===== src/verilog/cms_pkg.sv =====
/*
 Package for the charger mode sequencer: register map, field layout, reset values and timing.
 Assumes a 100 MHz clock and 32-bit AXI4-Lite register access.
*/
package cms_pkg;

    localparam logic [7:0] CMS_OFF_CTRL = 8'h00;
    localparam logic [7:0] CMS_OFF_LIMITS = 8'h04;
    localparam logic [7:0] CMS_OFF_STATUS = 8'h08;
    localparam logic [7:0] CMS_OFF_IRQ_STAT = 8'h0C;
    localparam logic [7:0] CMS_OFF_IRQ_MASK = 8'h10;

    // Control register bit positions.
    localparam int CMS_CTRL_LOW_POWER = 0;
    localparam int CMS_CTRL_MODE_SEL = 1;
    localparam int CMS_CTRL_OTG_EN = 2;
    localparam int CMS_CTRL_MON_EN = 3;
    localparam logic [3:0] CMS_CTRL_RESET = 4'h3;

    // Interrupt bit positions.
    localparam int CMS_IRQ_INPUT_GOOD = 0;
    localparam int CMS_IRQ_CONV_START = 1;
    localparam int CMS_IRQ_ASSIST_EXIT = 2;
    localparam int CMS_IRQ_FAULT = 3;
    localparam int CMS_IRQ_W = 4;

    localparam int CMS_CLK_HZ = 100000000;
    localparam int CMS_TICK_MS = 1;
    localparam int CMS_TICK_CYCLES = CMS_CLK_HZ / 1000 * CMS_TICK_MS;
    localparam int CMS_REG_ON_MS = 50;
    localparam int CMS_CONV_ON_MS = 150;

    typedef enum logic [5:0] {
        CMS_IDLE = 6'h01,
        CMS_WAIT_REG = 6'h02,
        CMS_LIMITS = 6'h04,
        CMS_CELLS = 6'h08,
        CMS_WAIT_CONV = 6'h10,
        CMS_RUN = 6'h20
    } cms_seq_e;

    typedef struct packed {
        logic input_above_conv;
        logic input_above_ovp;
        logic battery_above_release;
        logic fault;
        logic source_assist_pin;
        logic sys_below_assist_level;
        logic sys_below_throttle_level;
    } cms_sense_s;

endpackage


===== src/verilog/cms_top.sv =====
/*
 Charger mode sequencer: battery-only power-up, low-power/performance mode,
 system droop assist mode, input power-up sequence and input-good indicator.
 Assumes analog comparators deliver asynchronous levels, which are synchronised here,
 and an AXI4-Lite master that keeps one read and one write outstanding at most.
*/
// Notes on behaviour
// - Battery alone above release closes switch.
// - Reset gives low-power mode, regulator off.
// - Performance mode keeps regulator on always.
// - Thresholds start assist discharge and throttle.
// - Assist entry needs bits clear, pin high.
// - Mode bit set or pin low exits.
// - Fault in assist sets mode bit, exits.
// - 50 ms above threshold: regulator, input-good.
// - Limits then cell configuration, in order.
// - Converter starts at 150 ms, after limits.
// - Input-good needs window and no fault.
`timescale 1ns/100ps
module cms_top
    import cms_pkg::*;
#(
    parameter int TICK_CYCLES = CMS_TICK_CYCLES
)
(
    input wire logic aclk,
    input wire logic aresetn,
    input wire logic [7:0] s_axi_awaddr,
    input wire logic s_axi_awvalid,
    output logic s_axi_awready,
    input wire logic [31:0] s_axi_wdata,
    input wire logic [3:0] s_axi_wstrb,
    input wire logic s_axi_wvalid,
    output logic s_axi_wready,
    output logic [1:0] s_axi_bresp,
    output logic s_axi_bvalid,
    input wire logic s_axi_bready,
    input wire logic [7:0] s_axi_araddr,
    input wire logic s_axi_arvalid,
    output logic s_axi_arready,
    output logic [31:0] s_axi_rdata,
    output logic [1:0] s_axi_rresp,
    output logic s_axi_rvalid,
    input wire logic s_axi_rready,
    input wire cms_sense_s sense,
    output logic battery_switch,
    output logic gate_drive_regulator,
    output logic converter_enable,
    output logic input_good_o,
    output logic input_good_oe,
    output logic assist_discharge,
    output logic processor_throttle_n,
    output logic system_droop_assist,
    output logic irq
);

    cms_sense_s sense_meta;
    cms_sense_s s;
    logic tick;
    logic [3:0] ctrl;
    logic [15:0] limits;
    logic [CMS_IRQ_W-1:0] irq_stat;
    logic [CMS_IRQ_W-1:0] irq_mask;
    logic [CMS_IRQ_W-1:0] events;
    cms_seq_e seq;
    logic [7:0] ms_count;
    logic limits_set;
    logic good_now;
    logic assist_ok;
    logic fault_exit;
    logic aw_held;
    logic w_held;
    logic [7:0] aw_addr;
    logic [31:0] w_data;
    logic [3:0] w_strb;
    logic do_write;

    ////////////////////////////////////////////////////////////////////////////////
    // The first stage feeds only the second stage.
    always_ff @(posedge aclk)
    begin
        if (!aresetn)
        begin
            sense_meta <= '0;
            s <= '0;
        end
        else
        begin
            sense_meta <= sense;
            s <= sense_meta;
        end
    end

    cms_ms_tick #(
        .CYCLES(TICK_CYCLES)
    ) u_tick (
        .aclk(aclk),
        .aresetn(aresetn),
        .tick(tick)
    );

    ////////////////////////////////////////////////////////////////////////////////
    // AXI4-Lite write: address and data are taken in either order.
    assign do_write = aw_held && w_held && !s_axi_bvalid;

    always_ff @(posedge aclk)
    begin
        if (!aresetn)
        begin
            aw_held <= 1'b0;
            w_held <= 1'b0;
            aw_addr <= 8'h00;
            w_data <= 32'h0;
            w_strb <= 4'h0;
            s_axi_awready <= 1'b0;
            s_axi_wready <= 1'b0;
            s_axi_bvalid <= 1'b0;
            s_axi_bresp <= 2'h0;
        end
        else
        begin
            s_axi_awready <= !aw_held && !s_axi_awready;
            s_axi_wready <= !w_held && !s_axi_wready;
            if (s_axi_awvalid && s_axi_awready)
            begin
                aw_held <= 1'b1;
                aw_addr <= s_axi_awaddr;
                s_axi_awready <= 1'b0;
            end
            if (s_axi_wvalid && s_axi_wready)
            begin
                w_held <= 1'b1;
                w_data <= s_axi_wdata;
                w_strb <= s_axi_wstrb;
                s_axi_wready <= 1'b0;
            end
            if (do_write)
            begin
                aw_held <= 1'b0;
                w_held <= 1'b0;
                s_axi_bvalid <= 1'b1;
                s_axi_bresp <= (aw_addr > CMS_OFF_IRQ_MASK || aw_addr[1:0] != 2'h0) ?
                    2'h2 : 2'h0;
            end
            else if (s_axi_bvalid && s_axi_bready)
            begin
                s_axi_bvalid <= 1'b0;
            end
        end
    end

    function automatic logic wr_hit(input logic [7:0] off);
        wr_hit = do_write && aw_addr == off && w_strb[0];
    endfunction

    ////////////////////////////////////////////////////////////////////////////////
    // Control register; hardware setting the mode bit wins over any software write.
    always_ff @(posedge aclk)
    begin
        if (!aresetn)
        begin
            ctrl <= CMS_CTRL_RESET;
        end
        else
        begin
            if (wr_hit(CMS_OFF_CTRL))
            begin
                ctrl <= w_data[3:0];
            end
            if (fault_exit)
            begin
                ctrl[CMS_CTRL_MODE_SEL] <= 1'b1;
            end
        end
    end

    always_ff @(posedge aclk)
    begin
        if (!aresetn)
        begin
            limits <= 16'h0000;
        end
        else
        begin
            if (wr_hit(CMS_OFF_LIMITS))
            begin
                limits[7:0] <= w_data[7:0];
            end
            if (do_write && aw_addr == CMS_OFF_LIMITS && w_strb[1])
            begin
                limits[15:8] <= w_data[15:8];
            end
        end
    end

    ////////////////////////////////////////////////////////////////////////////////
    // Sticky interrupts: a new event wins over a clear in the same cycle.
    always_ff @(posedge aclk)
    begin
        if (!aresetn)
        begin
            irq_stat <= '0;
            irq_mask <= '0;
            irq <= 1'b0;
        end
        else
        begin
            irq_stat <= (irq_stat & ~(wr_hit(CMS_OFF_IRQ_STAT) ?
                w_data[CMS_IRQ_W-1:0] : '0)) | events;
            if (wr_hit(CMS_OFF_IRQ_MASK))
            begin
                irq_mask <= w_data[CMS_IRQ_W-1:0];
            end
            irq <= |(irq_stat & irq_mask);
        end
    end

    ////////////////////////////////////////////////////////////////////////////////
    // AXI4-Lite read.
    always_ff @(posedge aclk)
    begin
        if (!aresetn)
        begin
            s_axi_arready <= 1'b0;
            s_axi_rvalid <= 1'b0;
            s_axi_rdata <= 32'h0;
            s_axi_rresp <= 2'h0;
        end
        else
        begin
            s_axi_arready <= !s_axi_rvalid && !s_axi_arready;
            if (s_axi_arvalid && s_axi_arready)
            begin
                s_axi_arready <= 1'b0;
                s_axi_rvalid <= 1'b1;
                s_axi_rresp <= 2'h0;
                unique case (s_axi_araddr)
                    CMS_OFF_CTRL: s_axi_rdata <= {28'h0, ctrl};
                    CMS_OFF_LIMITS: s_axi_rdata <= {16'h0, limits};
                    CMS_OFF_STATUS: s_axi_rdata <= {24'h0, seq, system_droop_assist,
                        input_good_oe};
                    CMS_OFF_IRQ_STAT: s_axi_rdata <= {28'h0, irq_stat};
                    CMS_OFF_IRQ_MASK: s_axi_rdata <= {28'h0, irq_mask};
                    default:
                    begin
                        s_axi_rdata <= 32'h0;
                        s_axi_rresp <= 2'h2;
                    end
                endcase
            end
            else if (s_axi_rvalid && s_axi_rready)
            begin
                s_axi_rvalid <= 1'b0;
            end
        end
    end

    ////////////////////////////////////////////////////////////////////////////////
    // Input-good window and faults.
    assign good_now = s.input_above_conv && !s.input_above_ovp && !s.fault;

    always_ff @(posedge aclk)
    begin
        if (!aresetn)
        begin
            seq <= CMS_IDLE;
            ms_count <= 8'h00;
            limits_set <= 1'b0;
        end
        else if (!s.input_above_conv)
        begin
            seq <= CMS_IDLE;
            ms_count <= 8'h00;
            limits_set <= 1'b0;
        end
        else
        begin
            if (tick && ms_count != 8'hFF)
            begin
                ms_count <= ms_count + 8'h01;
            end
            unique case (seq)
                CMS_IDLE: seq <= CMS_WAIT_REG;
                CMS_WAIT_REG:
                    if (ms_count >= 8'(CMS_REG_ON_MS))
                    begin
                        seq <= CMS_LIMITS;
                    end
                CMS_LIMITS:
                begin
                    limits_set <= 1'b1;
                    seq <= CMS_CELLS;
                end
                CMS_CELLS: seq <= CMS_WAIT_CONV;
                CMS_WAIT_CONV:
                    if (ms_count >= 8'(CMS_CONV_ON_MS) && limits_set)
                    begin
                        seq <= CMS_RUN;
                    end
                CMS_RUN: seq <= CMS_RUN;
                default: seq <= CMS_IDLE;
            endcase
        end
    end

    ////////////////////////////////////////////////////////////////////////////////
    // Assist entry conditions.
    assign assist_ok = !ctrl[CMS_CTRL_MODE_SEL] && !ctrl[CMS_CTRL_OTG_EN] &&
        s.source_assist_pin && !s.input_above_conv && s.battery_above_release;
    assign fault_exit = system_droop_assist && s.fault;

    always_ff @(posedge aclk)
    begin
        if (!aresetn)
        begin
            system_droop_assist <= 1'b0;
            battery_switch <= 1'b0;
            gate_drive_regulator <= 1'b0;
            converter_enable <= 1'b0;
            input_good_o <= 1'b0;
            input_good_oe <= 1'b0;
            assist_discharge <= 1'b0;
            processor_throttle_n <= 1'b1;
            events <= '0;
        end
        else
        begin
            system_droop_assist <= assist_ok && !s.fault;
            battery_switch <= s.battery_above_release;
            gate_drive_regulator <= !ctrl[CMS_CTRL_LOW_POWER] ||
                (seq != CMS_IDLE && seq != CMS_WAIT_REG);
            // A dropout stops the converter at once, not one cycle after the restart.
            converter_enable <= seq == CMS_RUN && s.input_above_conv;
            input_good_o <= 1'b1;
            // Driven open drain: enable drives it high; released, the board pulls it low.
            input_good_oe <= good_now && seq != CMS_IDLE && seq != CMS_WAIT_REG;
            assist_discharge <= system_droop_assist && s.sys_below_assist_level;
            processor_throttle_n <= !(system_droop_assist && s.sys_below_throttle_level);
            events[CMS_IRQ_INPUT_GOOD] <= seq == CMS_WAIT_REG && ms_count >= 8'(CMS_REG_ON_MS);
            events[CMS_IRQ_CONV_START] <= seq == CMS_WAIT_CONV &&
                ms_count >= 8'(CMS_CONV_ON_MS) && limits_set;
            events[CMS_IRQ_ASSIST_EXIT] <= system_droop_assist && !assist_ok;
            events[CMS_IRQ_FAULT] <= fault_exit;
        end
    end

    ////////////////////////////////////////////////////////////////////////////////
    // Fault forces exit.
    a_fault_exit: assert property (@(posedge aclk) disable iff (!aresetn)
        fault_exit |=> ctrl[CMS_CTRL_MODE_SEL] ##1 !system_droop_assist)
        else $error("Fault did not force assist exit.");

    a_mode_exit: assert property (@(posedge aclk) disable iff (!aresetn)
        (ctrl[CMS_CTRL_MODE_SEL] || !s.source_assist_pin) |=> !system_droop_assist)
        else $error("Assist mode held after exit request.");

    a_assist_entry: assert property (@(posedge aclk) disable iff (!aresetn)
        system_droop_assist |-> $past(!ctrl[CMS_CTRL_OTG_EN] && s.source_assist_pin))
        else $error("Assist entered without its conditions.");

    a_conv_order: assert property (@(posedge aclk) disable iff (!aresetn)
        $rose(converter_enable) |-> limits_set && ms_count >= 8'(CMS_CONV_ON_MS))
        else $error("Converter started early.");

    a_good_window: assert property (@(posedge aclk) disable iff (!aresetn)
        input_good_oe |-> $past(good_now))
        else $error("Input-good asserted outside its window.");

    a_seq_order: assert property (@(posedge aclk) disable iff (!aresetn)
        seq == CMS_LIMITS && s.input_above_conv |=> seq == CMS_CELLS)
        else $error("Cell step did not follow limit step.");

    a_reg_delay: assert property (@(posedge aclk) disable iff (!aresetn)
        $rose(input_good_oe) |-> ms_count >= 8'(CMS_REG_ON_MS))
        else $error("Input-good before 50 ms.");

    a_dropout: assert property (@(posedge aclk) disable iff (!aresetn)
        !s.input_above_conv |=> seq == CMS_IDLE && ms_count == 8'h00)
        else $error("Dropout did not restart sequence.");

    a_perf_reg: assert property (@(posedge aclk) disable iff (!aresetn)
        !ctrl[CMS_CTRL_LOW_POWER] |=> gate_drive_regulator)
        else $error("Regulator off in performance mode.");

    a_battery_sw: assert property (@(posedge aclk) disable iff (!aresetn)
        s.battery_above_release |=> battery_switch)
        else $error("Battery switch not closed.");

endmodule


===== src/verilog/cms_ms_tick.sv =====
/*
 Millisecond tick divider for the charger mode sequencer.
 Assumes one free-running clock; the tick is a one-cycle enable.
*/
`timescale 1ns/100ps
module cms_ms_tick
    import cms_pkg::*;
#(
    parameter int CYCLES = CMS_TICK_CYCLES
)
(
    input wire logic aclk,
    input wire logic aresetn,
    output logic tick
);

    logic [31:0] count;

    always_ff @(posedge aclk)
    begin
        if (!aresetn)
        begin
            count <= 32'h0;
            tick <= 1'b0;
        end
        else if (count == 32'(CYCLES - 1))
        begin
            count <= 32'h0;
            tick <= 1'b1;
        end
        else
        begin
            count <= count + 32'h1;
            tick <= 1'b0;
        end
    end

endmodule


===== config.mk =====
export PLATFORM = sky130hd
export DESIGN_NAME = cms_top
export DESIGN_NICKNAME = d
export VERILOG_FILES = /design/src/verilog/cms_pkg.sv /design/src/verilog/cms_top.sv /design/src/verilog/cms_ms_tick.sv
export SDC_FILE = /design/constraint.sdc
export NUM_CORES = 1
export LEC_CHECK = 0
export BUFFER_PORTS_ARGS = -buffer_cell sky130_fd_sc_hd__buf_2
export CORE_ASPECT_RATIO = 0.6
export CORE_MARGIN = 3
export CORE_UTILIZATION = 50
export DETAILED_ROUTE_END_ITERATION = 12
export GPL_TIMING_DRIVEN = 0
export PLACE_DENSITY = 0.8
export SYNTH_ARGS = -nofsm -noshare
export SYNTH_HDL_FRONTEND = slang
export SYNTH_SLANG_ARGS = --single-unit

===== constraint.sdc =====
create_clock -name aclk -period 1.75 [get_ports aclk]
set_input_delay 0.2625 -clock aclk [delete_from_list [all_inputs] [get_ports aclk]]
set_output_delay 0.2625 -clock aclk [all_outputs]
set_load 0.005 [all_outputs]

# Yosys cells after proc, flatten, opt, wreduce, memory -nomap -nowiden
# Index checks and enable logic that the tools add are counted.
# word_totals
elab_cells	161
inputBits	66
regBits	172
# classes
n_reduce_logical	71
n_addsub	2
muxes	13
n_eq_ne	19
n_bitwise	5
magnitude_cmp	3
# op_table
operator	n
$pmux W16 S5	1
$logic_and A1 B1 Y1	39
$pmux W6 S6	1
$add A32 B1 Y32 const B	1
$eq A32 B17 Y1 const B	1
$eq A8 B4 Y1 const B	3
$eq A8 B3 Y1 const B	2
$eq A8 B5 Y1 const B	2
$logic_not A8 Y1	2
$logic_not A1 Y1	15
$mux W6	2
$reduce_or A2 Y1	6
$add A8 B1 Y8 const B	1
$and A4 B4 Y4	2
$ge A8 B6 Y1 const B	1
$ge A8 B8 Y1 const B	1
$gt A8 B5 Y1 const B	1
$ne A8 B8 Y1 const B	1
$eq A6 B1 Y1 const B	1
$eq A6 B2 Y1 const B	1
$eq A6 B3 Y1 const B	1
$eq A6 B4 Y1 const B	1
$eq A6 B5 Y1 const B	1
$eq A6 B6 Y1 const B	1
other kinds (14)	25

# Depth between registers and ports, before layout
# Gate-level depths: netlist of the first run.
# logic_depth
word_depth	8
mapped_depth	7
mapped_depth_nobuf	6

# Modules after synthesis
# A second synthesis of the first run with hierarchy kept.
# hier_totals
cells_unflattened	713
hier_area_um2	6336.1
# modules_own_cells
mod	instances	area_each_um2	cells_per_inst	seq_area_each_um2
cms_top	1	4812.1	535	2422.3
cms_ms_tick	1	1524.0	178	660.6

# Worst setup path after synthesis of the first run
# Ideal clock, no wire load.
# synth_path
path_type	reg-to-reg
startpoint	register aw_addr[6]
endpoint	register limits[10]
period_less_slack_ps	1729
slack_ps	21
stages_incl_launch_ff	7
setup_ps	116
n_path_buf	1
arrival_ps	1613
cell_sequence	dfxtp_1 -> or4_4 -> nor3_4 -> and4_1 -> buf_4 -> mux2i_1 -> nor2b_1
# synth_between
elab_chain_len	3
# synth_rtl
element	line	text
from (decl)	cms_top.sv:73	logic [7:0] aw_addr;
from (signal assigned)	cms_top.sv:127	aw_addr <= s_axi_awaddr;
$eq A8 B3 Y1	cms_top.sv:189	if (do_write && aw_addr == CMS_OFF_LIMITS && w_strb[1])
$logic_and A1 B1 Y1 (2 in series)	cms_top.sv:189	
to (signal assigned)	cms_top.sv:191	limits[15:8] <= w_data[15:8];
to (decl)	cms_top.sv:61	logic [15:0] limits;
# Every way passes these cells.
# A chain may end at the register's enable or synchronous reset.

# Final worst setup path of the first run
# layout_path
startpoint	register u_tick.count[15]
endpoint	register u_tick.tick
# layout_between
elab_chain_len	2
# layout_rtl
element	line	text
from (decl)	cms_ms_tick.sv:17	logic [31:0] count;
from (signal assigned)	cms_ms_tick.sv:33	count <= count + 32'h1;
$eq A32 B17 Y1	cms_ms_tick.sv:26	else if (count == 32'(CYCLES - 1))
$mux W1	cms_ms_tick.sv:26	
to (signal assigned)	cms_ms_tick.sv:24	tick <= 1'b0;
to (signal assigned)	cms_ms_tick.sv:29	tick <= 1'b1;
to (signal assigned)	cms_ms_tick.sv:34	tick <= 1'b0;
to (decl)	cms_ms_tick.sv:14	output logic tick
# Every way passes these cells.

==> flow_summary_export.csv, run 1 <==
group,metric,value,unit
synth,synthesis.area,0.00620,mm^2
power,p_leak,3.20,nW
setup_path,crit_path_start,"u_tick.count[15]",
synth,syn_inst,682,
setup_path,rrSetupSlack,-0.31,ns
cells_and_area,fin_area,0.00829,mm^2
drt,drt-wirelength-per-cell,19.0,um
drt,drt-total-wl,19000,um
power,p_per_area,974,mW/mm^2
drt,first_iter_violations,566,
power,swShare,0.227,
cts,clk_path_buf_depth,2,
placed_design,port_buffers,78,
synth,synthFlopType,"dfxtp_1",
synth,yosysWarnings,0,
setup_path,crit_type,"register to register",
placed_design,placed_cell_area,0.00686,mm^2
sta,fin_crit_sh,1.18,
placed_design,hpwlAfterDp,11100,um
sta,skew,0.0109,ns
placed_design,gp_congestion,0.855,
cells_and_area,diodes,0,
power,switchingPower,1.83,mW
die,start_util,0.530,
die,core_area,0.0117,mm^2
synth,synth-edff-count,0,
die,row_count,30,
synth,netlist-cell-type-count,50,
synth,syn_avg_cell_area,9.10,um^2
flow_run,maxCapViolCount,0,
sta,max_freq,485,MHz
run_status,violations,"setup timing",
sta,setup_ws,-0.313,ns
die,die_h,92.3,um
global_route,grt_max_degree,17,
global_route,grt_usage,0.243,
cts,htreeDepth,4,
setup_path,crit_arrival,2.44,ns
global_route,grt_pass1_wl,26600,um
sta,fin_tns_setup,-10.49,ns
cells_and_area,final_common_cell,"dfxtp_1",
setup_path,timing.rr.start,"u_tick.count[15]",
hold_path,hp-class,"input pin to register",
cells_and_area,final_nets,899,
global_route,grt_pass1_vias,5247,
global_route,antenna_found_initial,0,
setup_path,reg2reg_to,"u_tick.tick",
run_status,outcome,"finished, violations left",
power,ir_drop,731,uV
cts,clk_pin_slew,0.07,ns
cts,clock_sinks,154,
cts,cts_made_buffers,17,
power,pwr-share-comb,0.057,
sta,finalHoldViolations,0,
synth,ys_async_sr_fraction,0,
synth,ys_seq_elements,154,
cells_and_area,drive_gt1_frac,0.311,
setup_path,end_kind,"register",
die,dieArea,0.0138,mm^2
die,die_w,150,um
synth,ys_seq_area_frac,0.497,
sta,rsz0062_at_grt,"true",
setup_path,endpoint,"u_tick.tick",
drt,vias,5785,
global_route,grt-ovfl-total,0,
die,io-pin-count,116,
setup_path,crit_fanout,5,
cts,cts-root-buf,"clkbuf_16",
power,internal_power,6.24,mW
placed_design,place_ws,-0.299,ns
power,pwr-share-clk,0.493,
power,seqPwrFrac,0.450,
sta,setup_violations,57,
cells_and_area,area_growth_syn_to_layout,33.7,%
drt,vias_per_cell,5.77,
sta,min_period,2.06,ns
setup_path,rr_worst_depth,9,
sta,worst_pin_slew,0.737,ns
drt,ant_nets,0,
cts,tritoncts,"done",
drt,drt_first_pass_iters,5,
sta,slew_violations,0,
drt,drc,0,
cells_and_area,most-common-layout-cells,"138 x dfxtp_1, 82 x nand2_1, 79 x buf_2",
setup_path,startpoint_type,"register",
sta,slew_headroom,0.508,
setup_path,worstPathRequired,2.12,ns
cts,clk_latency,0.43,ns
-- area by class of cell --
type                            count  area (um^2)
Sequential cell                   154         3110
Buffer                             47          299
Tap cell                          160          200
Fill cell                         835         3420
Inverter                            9         33.8
Clock inverter                     11          168
Timing Repair Buffer              113          734
Clock buffer                       20          457
Multi-Input combinational cell    488         3290
-- worst max-delay path: stages (launching register included) --
cell,delay [ns]
dfxtp_2,0.37
nor4bb_2,0.33
nand4b_1,0.31
nor4_4,0.32
buf_4,0.18
buf_4,0.10
buf_4,0.10
buf_4,0.10
buf_4,0.09
and2_1,0.12
-- per-stage QoR --
step	util	hold slack [ns]	power (mW)	instances
after CTS	0.664	0.0410	7.94	986
after global placement	0.586	0.380	4.05	937
after global routing	0.708	0.0601	8.25	1002
after detailed placement	0.586	0.381	4.07	937
after floorplan	-	0.290	3.92	699
final	0.708	0.0421	8.07	1002
-- power by group through the flow --
stage	Sequential, mW	Combinational [mW]	Clock, mW
2_1_floorplan	3.69	0.223	0
3_3_place_gp	3.70	0.350	0
3_5_place_dp	3.70	0.365	0
4_1_cts	3.63	0.388	3.92
5_1_grt	3.64	0.501	4.11
6_report	3.64	0.458	3.98
-- kinds of logic after synthesis --
family                     share of synthesized area
AOI/OAI and AO/OA                              0.117
xor gates and xnor gates                      0.0466
adders and majority gates                    0.00605
buffers and inverters                         0.0466
DFF                                            0.497
muxes                                         0.0290
other                                       0.000605
and+or+nand+nor                                0.258
-- per-layer routing --
metal | GRT usage | vias up | routed length, um
met5 | 0 | - | 0
met4 | 0.0723 | 0 | 588
met3 | 0.0583 | 59 | 1690
met2 | 0.383 | 342 | 8660
met1 | 0.331 | 2749 | 8100
li1 | - | 2635 | -
-- registers in the layout (all words and copies together), names as in the netlist, 6 cells and up --
signal,cells
u_tick.count,32
w_data,16
limits,16
seq,6
s,7
s_axi_rdata,16
ms_count,8
sense_meta,7
aw_addr,8
-- worst min path at each step --
stage / start / end / slack (ns) / cells past startpoint
detailed placement: aresetn / input_good_o / 0.38 / 1
floorplan: aresetn / input_good_o / 0.29 / 0
global route: sense[6] / sense_meta[6] / 0.06 / 2
CTS: sense[3] / sense_meta[3] / 0.04 / 2
finish: sense[3] / sense_meta[3] / 0.04 / 2
global placement: aresetn / input_good_o / 0.38 / 1
-- repair_timing --
action | in CTS | in global routing
endpoints found under the hold margin | 1 | 0
hold buffers | 1 | 0
pin swaps | 18 | 36
endpoints found under the setup margin | 58 | 78
cloned | 0 | 3
buffers inserted | 17 | 14
resized for setup | 44 | 108
-- cell usage after synthesis (2+ instances only) --
master / number / share of area
a22oi_1: 11 / 0.013
nand3b_1: 3 / 0.0036
inv_1: 9 / 0.0054
a21boi_0: 31 / 0.038
a222oi_1: 3 / 0.0048
and2_1: 21 / 0.021
nor4_1: 8 / 0.0081
buf_4: 19 / 0.023
nor2_1: 53 / 0.032
xnor2_1: 12 / 0.017
o21ai_0: 31 / 0.025
nor4_4: 2 / 0.0069
a311oi_1: 2 / 0.0028
a31oi_1: 6 / 0.0061
a21oi_1: 20 / 0.016
nor3_1: 9 / 0.0073
and4_1: 5 / 0.0071
nand4b_1: 2 / 0.0028
nor4b_1: 4 / 0.0056
clkbuf_1: 23 / 0.014
or3_1: 2 / 0.0020
o22ai_1: 4 / 0.0040
and3_1: 9 / 0.0091
buf_2: 3 / 0.0024
nor2b_1: 21 / 0.021
dfxtp_1: 154 / 0.50
nand2_1: 83 / 0.050
xor2_1: 21 / 0.030
nor3b_1: 5 / 0.0061
buf_1: 3 / 0.0018
nand4_1: 12 / 0.012
ha_1: 3 / 0.0061
mux2i_1: 18 / 0.029
nand3_1: 47 / 0.038
nand2b_1: 7 / 0.0071
or2_2: 2 / 0.0020
Note: power is estimated with default switching activity, not from simulation.
==> run 2: changes to the inputs <==
--- a/config.mk
+++ b/config.mk
@@ -8,10 +8,10 @@
 export BUFFER_PORTS_ARGS = -buffer_cell sky130_fd_sc_hd__buf_2
 export CORE_ASPECT_RATIO = 0.6
 export CORE_MARGIN = 3
-export CORE_UTILIZATION = 50
+export CORE_UTILIZATION = 39
 export DETAILED_ROUTE_END_ITERATION = 12
 export GPL_TIMING_DRIVEN = 0
-export PLACE_DENSITY = 0.8
+export PLACE_DENSITY = 0.66
 export SYNTH_ARGS = -nofsm -noshare
 export SYNTH_HDL_FRONTEND = slang
 export SYNTH_SLANG_ARGS = --single-unit
==> run 2 against run 1 <==
Compared with the run above: cell area is 0.80% lower; first-iteration DRC count down 30%; largest power group unchanged; via count decreased by 8.4%; critical endpoint is now limits[14]; the run still ends with setup timing left; critical path depth is 3 lower; worst hold slack improved by 0.0027 ns; total power fell by 0.71%; die area is 27% higher; maximum frequency increased by 9.3%; sequential power is essentially flat; register-to-register slack better by 0.18 ns; clock skew about the same; non-clock buffer count decreased by 8.
==> flow_summary_export.csv, run 2 (synthesis gave the netlist of run 1 again) <==
group,metric,value,unit
run_status,outcome,"finished, violations left",
run_status,violations,"setup timing",
setup_path,path_buf_inv,1,
drt,drt_first_pass_iters,6,
global_route,antenna_found_initial,0,
global_route,grt-ovfl-total,0,
setup_path,crit_fanout,8,
cts,clk_path_buf_depth,2,
setup_path,rrSetupSlack,-0.14,ns
drt,vias_per_cell,5.10,
global_route,grt_pass1_vias,4610,
sta,setup_ws,-0.137,ns
setup_path,crit_type,"register to register",
die,die_w,169,um
power,swShare,0.224,
die,core_area,0.0155,mm^2
sta,slew_headroom,0.483,
cells_and_area,largest_register,"u_tick.count",
placed_design,port_buffers,78,
cells_and_area,most-common-layout-cells,"142 x dfxtp_1, 82 x nand2_1, 78 x buf_2",
cells_and_area,diodes,0,
sta,holdWs,0.0448,ns
cells_and_area,final_cells,1038,
drt,drc,0,
power,pwr-share-clk,0.494,
setup_path,end_kind,"register",
setup_path,crit_arrival,2.19,ns
sta,min_period,1.89,ns
sta,finalHoldViolations,0,
global_route,grt_pass1_wl,24400,um
cells_and_area,final_nets,891,
setup_path,worstPathRequired,2.06,ns
sta,slew_violations,0,
cells_and_area,final_common_cell,"dfxtp_1",
die,die_h,104,um
cts,cts_made_buffers,17,
sta,worst_pin_slew,0.775,ns
power,p_leak,3.14,nW
global_route,grt_usage,0.173,
power,switchingPower,1.79,mW
cells_and_area,largest_register_ffs,32,
hold_path,hold_depth,2,
drt,drt-wirelength-per-cell,15.5,um
setup_path,crit_family,"simple AND/OR/NAND/NOR gates",
die,start_util,0.401,
sta,rsz0062_at_grt,"true",
die,io-pin-count,116,
drt,first_iter_violations,394,
power,internal_power,6.22,mW
power,p_total,8.02,mW
setup_path,worst-path-stages,6,
setup_path,startpoint_type,"register",
setup_path,rr_worst_depth,6,
power,pwr-share-comb,0.054,
placed_design,gp_congestion,0.803,
die,dieArea,0.0175,mm^2
cells_and_area,area_growth_syn_to_layout,32.6,%
sta,fin_crit_sh,1.08,
setup_path,path_cells,"or4_4 > nor3_4 > and4_1 > buf_6 > mux2i_1 > nor2b_1",
placed_design,hpwlAfterDp,10900,um
die,row_count,35,
placed_design,place_ws,-0.357,ns
power,seqPwrFrac,0.452,
sta,skew,0.0110,ns
cells_and_area,drive_gt1_frac,0.286,
setup_path,slowest_delay,0.54,ns
cts,clock_sinks,154,
placed_design,dp.cells,980,
cells_and_area,utilization,0.532,
cts,htreeDepth,4,
power,p_per_area,975,mW/mm^2
cts,clk_pin_slew,0.07,ns
sta,setup_violations,50,
sta,max_freq,530,MHz
drt,ant_nets,0,
global_route,grt_max_degree,17,
cts,cts-root-buf,"clkbuf_16",
flow_run,maxCapViolCount,0,
drt,drt-total-wl,16100,um
drt,vias,5298,
cts,clk_latency,0.42,ns
cts,tritoncts,"done",
hold_path,hp-class,"input pin to register",
power,ir_drop,531,uV
setup_path,slowest_stage,"or4_4",
run 2: worst paths after layout:
kind | startpoint | endpoint
min reg2reg | s[5] | input_good_oe
min | sense[0] | sense_meta[0]
max | aw_addr[6] | limits[14]
max reg2reg | aw_addr[6] | limits[14]
run 2: worst reg2reg max path, delay by kind of cell, from the launching register on:
kind	cells	cell delay (ns)
buffers and inverters	1	0.16
flip-flops	1	0.32
multiplexers	1	0.20
AND/OR/NAND/NOR	4	1.10
run 2: metal layers:
layer	routed length (um)	GRT usage
met1	8210	0.286
met2	6420	0.213
met3	1370	0.0515
met5	0	0
met4	103	0.0333
run 2: layout make-up:
type	instances	area, um^2
fillers	1410	7230
multi-input cells	488	3210
flip-flops and latches	154	3110
repair buffers	106	688
clock buffers	20	447
plain buffers	46	299
well taps	203	254
clock inverters	12	184
inverters	9	33.8
run 2: timing repair:
item                       CTS  global route
pin swaps                   10            29
setup endpoints to repair   67            76
hold buffers                 1             0
hold endpoints to repair     1             0
gates cloned                 0             3
buffers inserted             6            18
gates resized for setup     28           103
run 2: through the flow:
step	area, um^2	setup TNS, ns
after floorplan	6270	0
after global placement	6910	-14.69
after detailed placement	6910	-16.35
after CTS	7710	-1.68
after global routing	8230	-7.58
final	8230	-2.83
run 2: power by group through the flow:
stage	Clock (mW)	Combinational, mW	Sequential [mW]
after floorplan	0	0.223	3.69
after global placement	0	0.366	3.70
after detailed placement	0	0.369	3.70
after CTS	3.99	0.377	3.63
after global routing	4.14	0.482	3.64
final	3.96	0.432	3.63
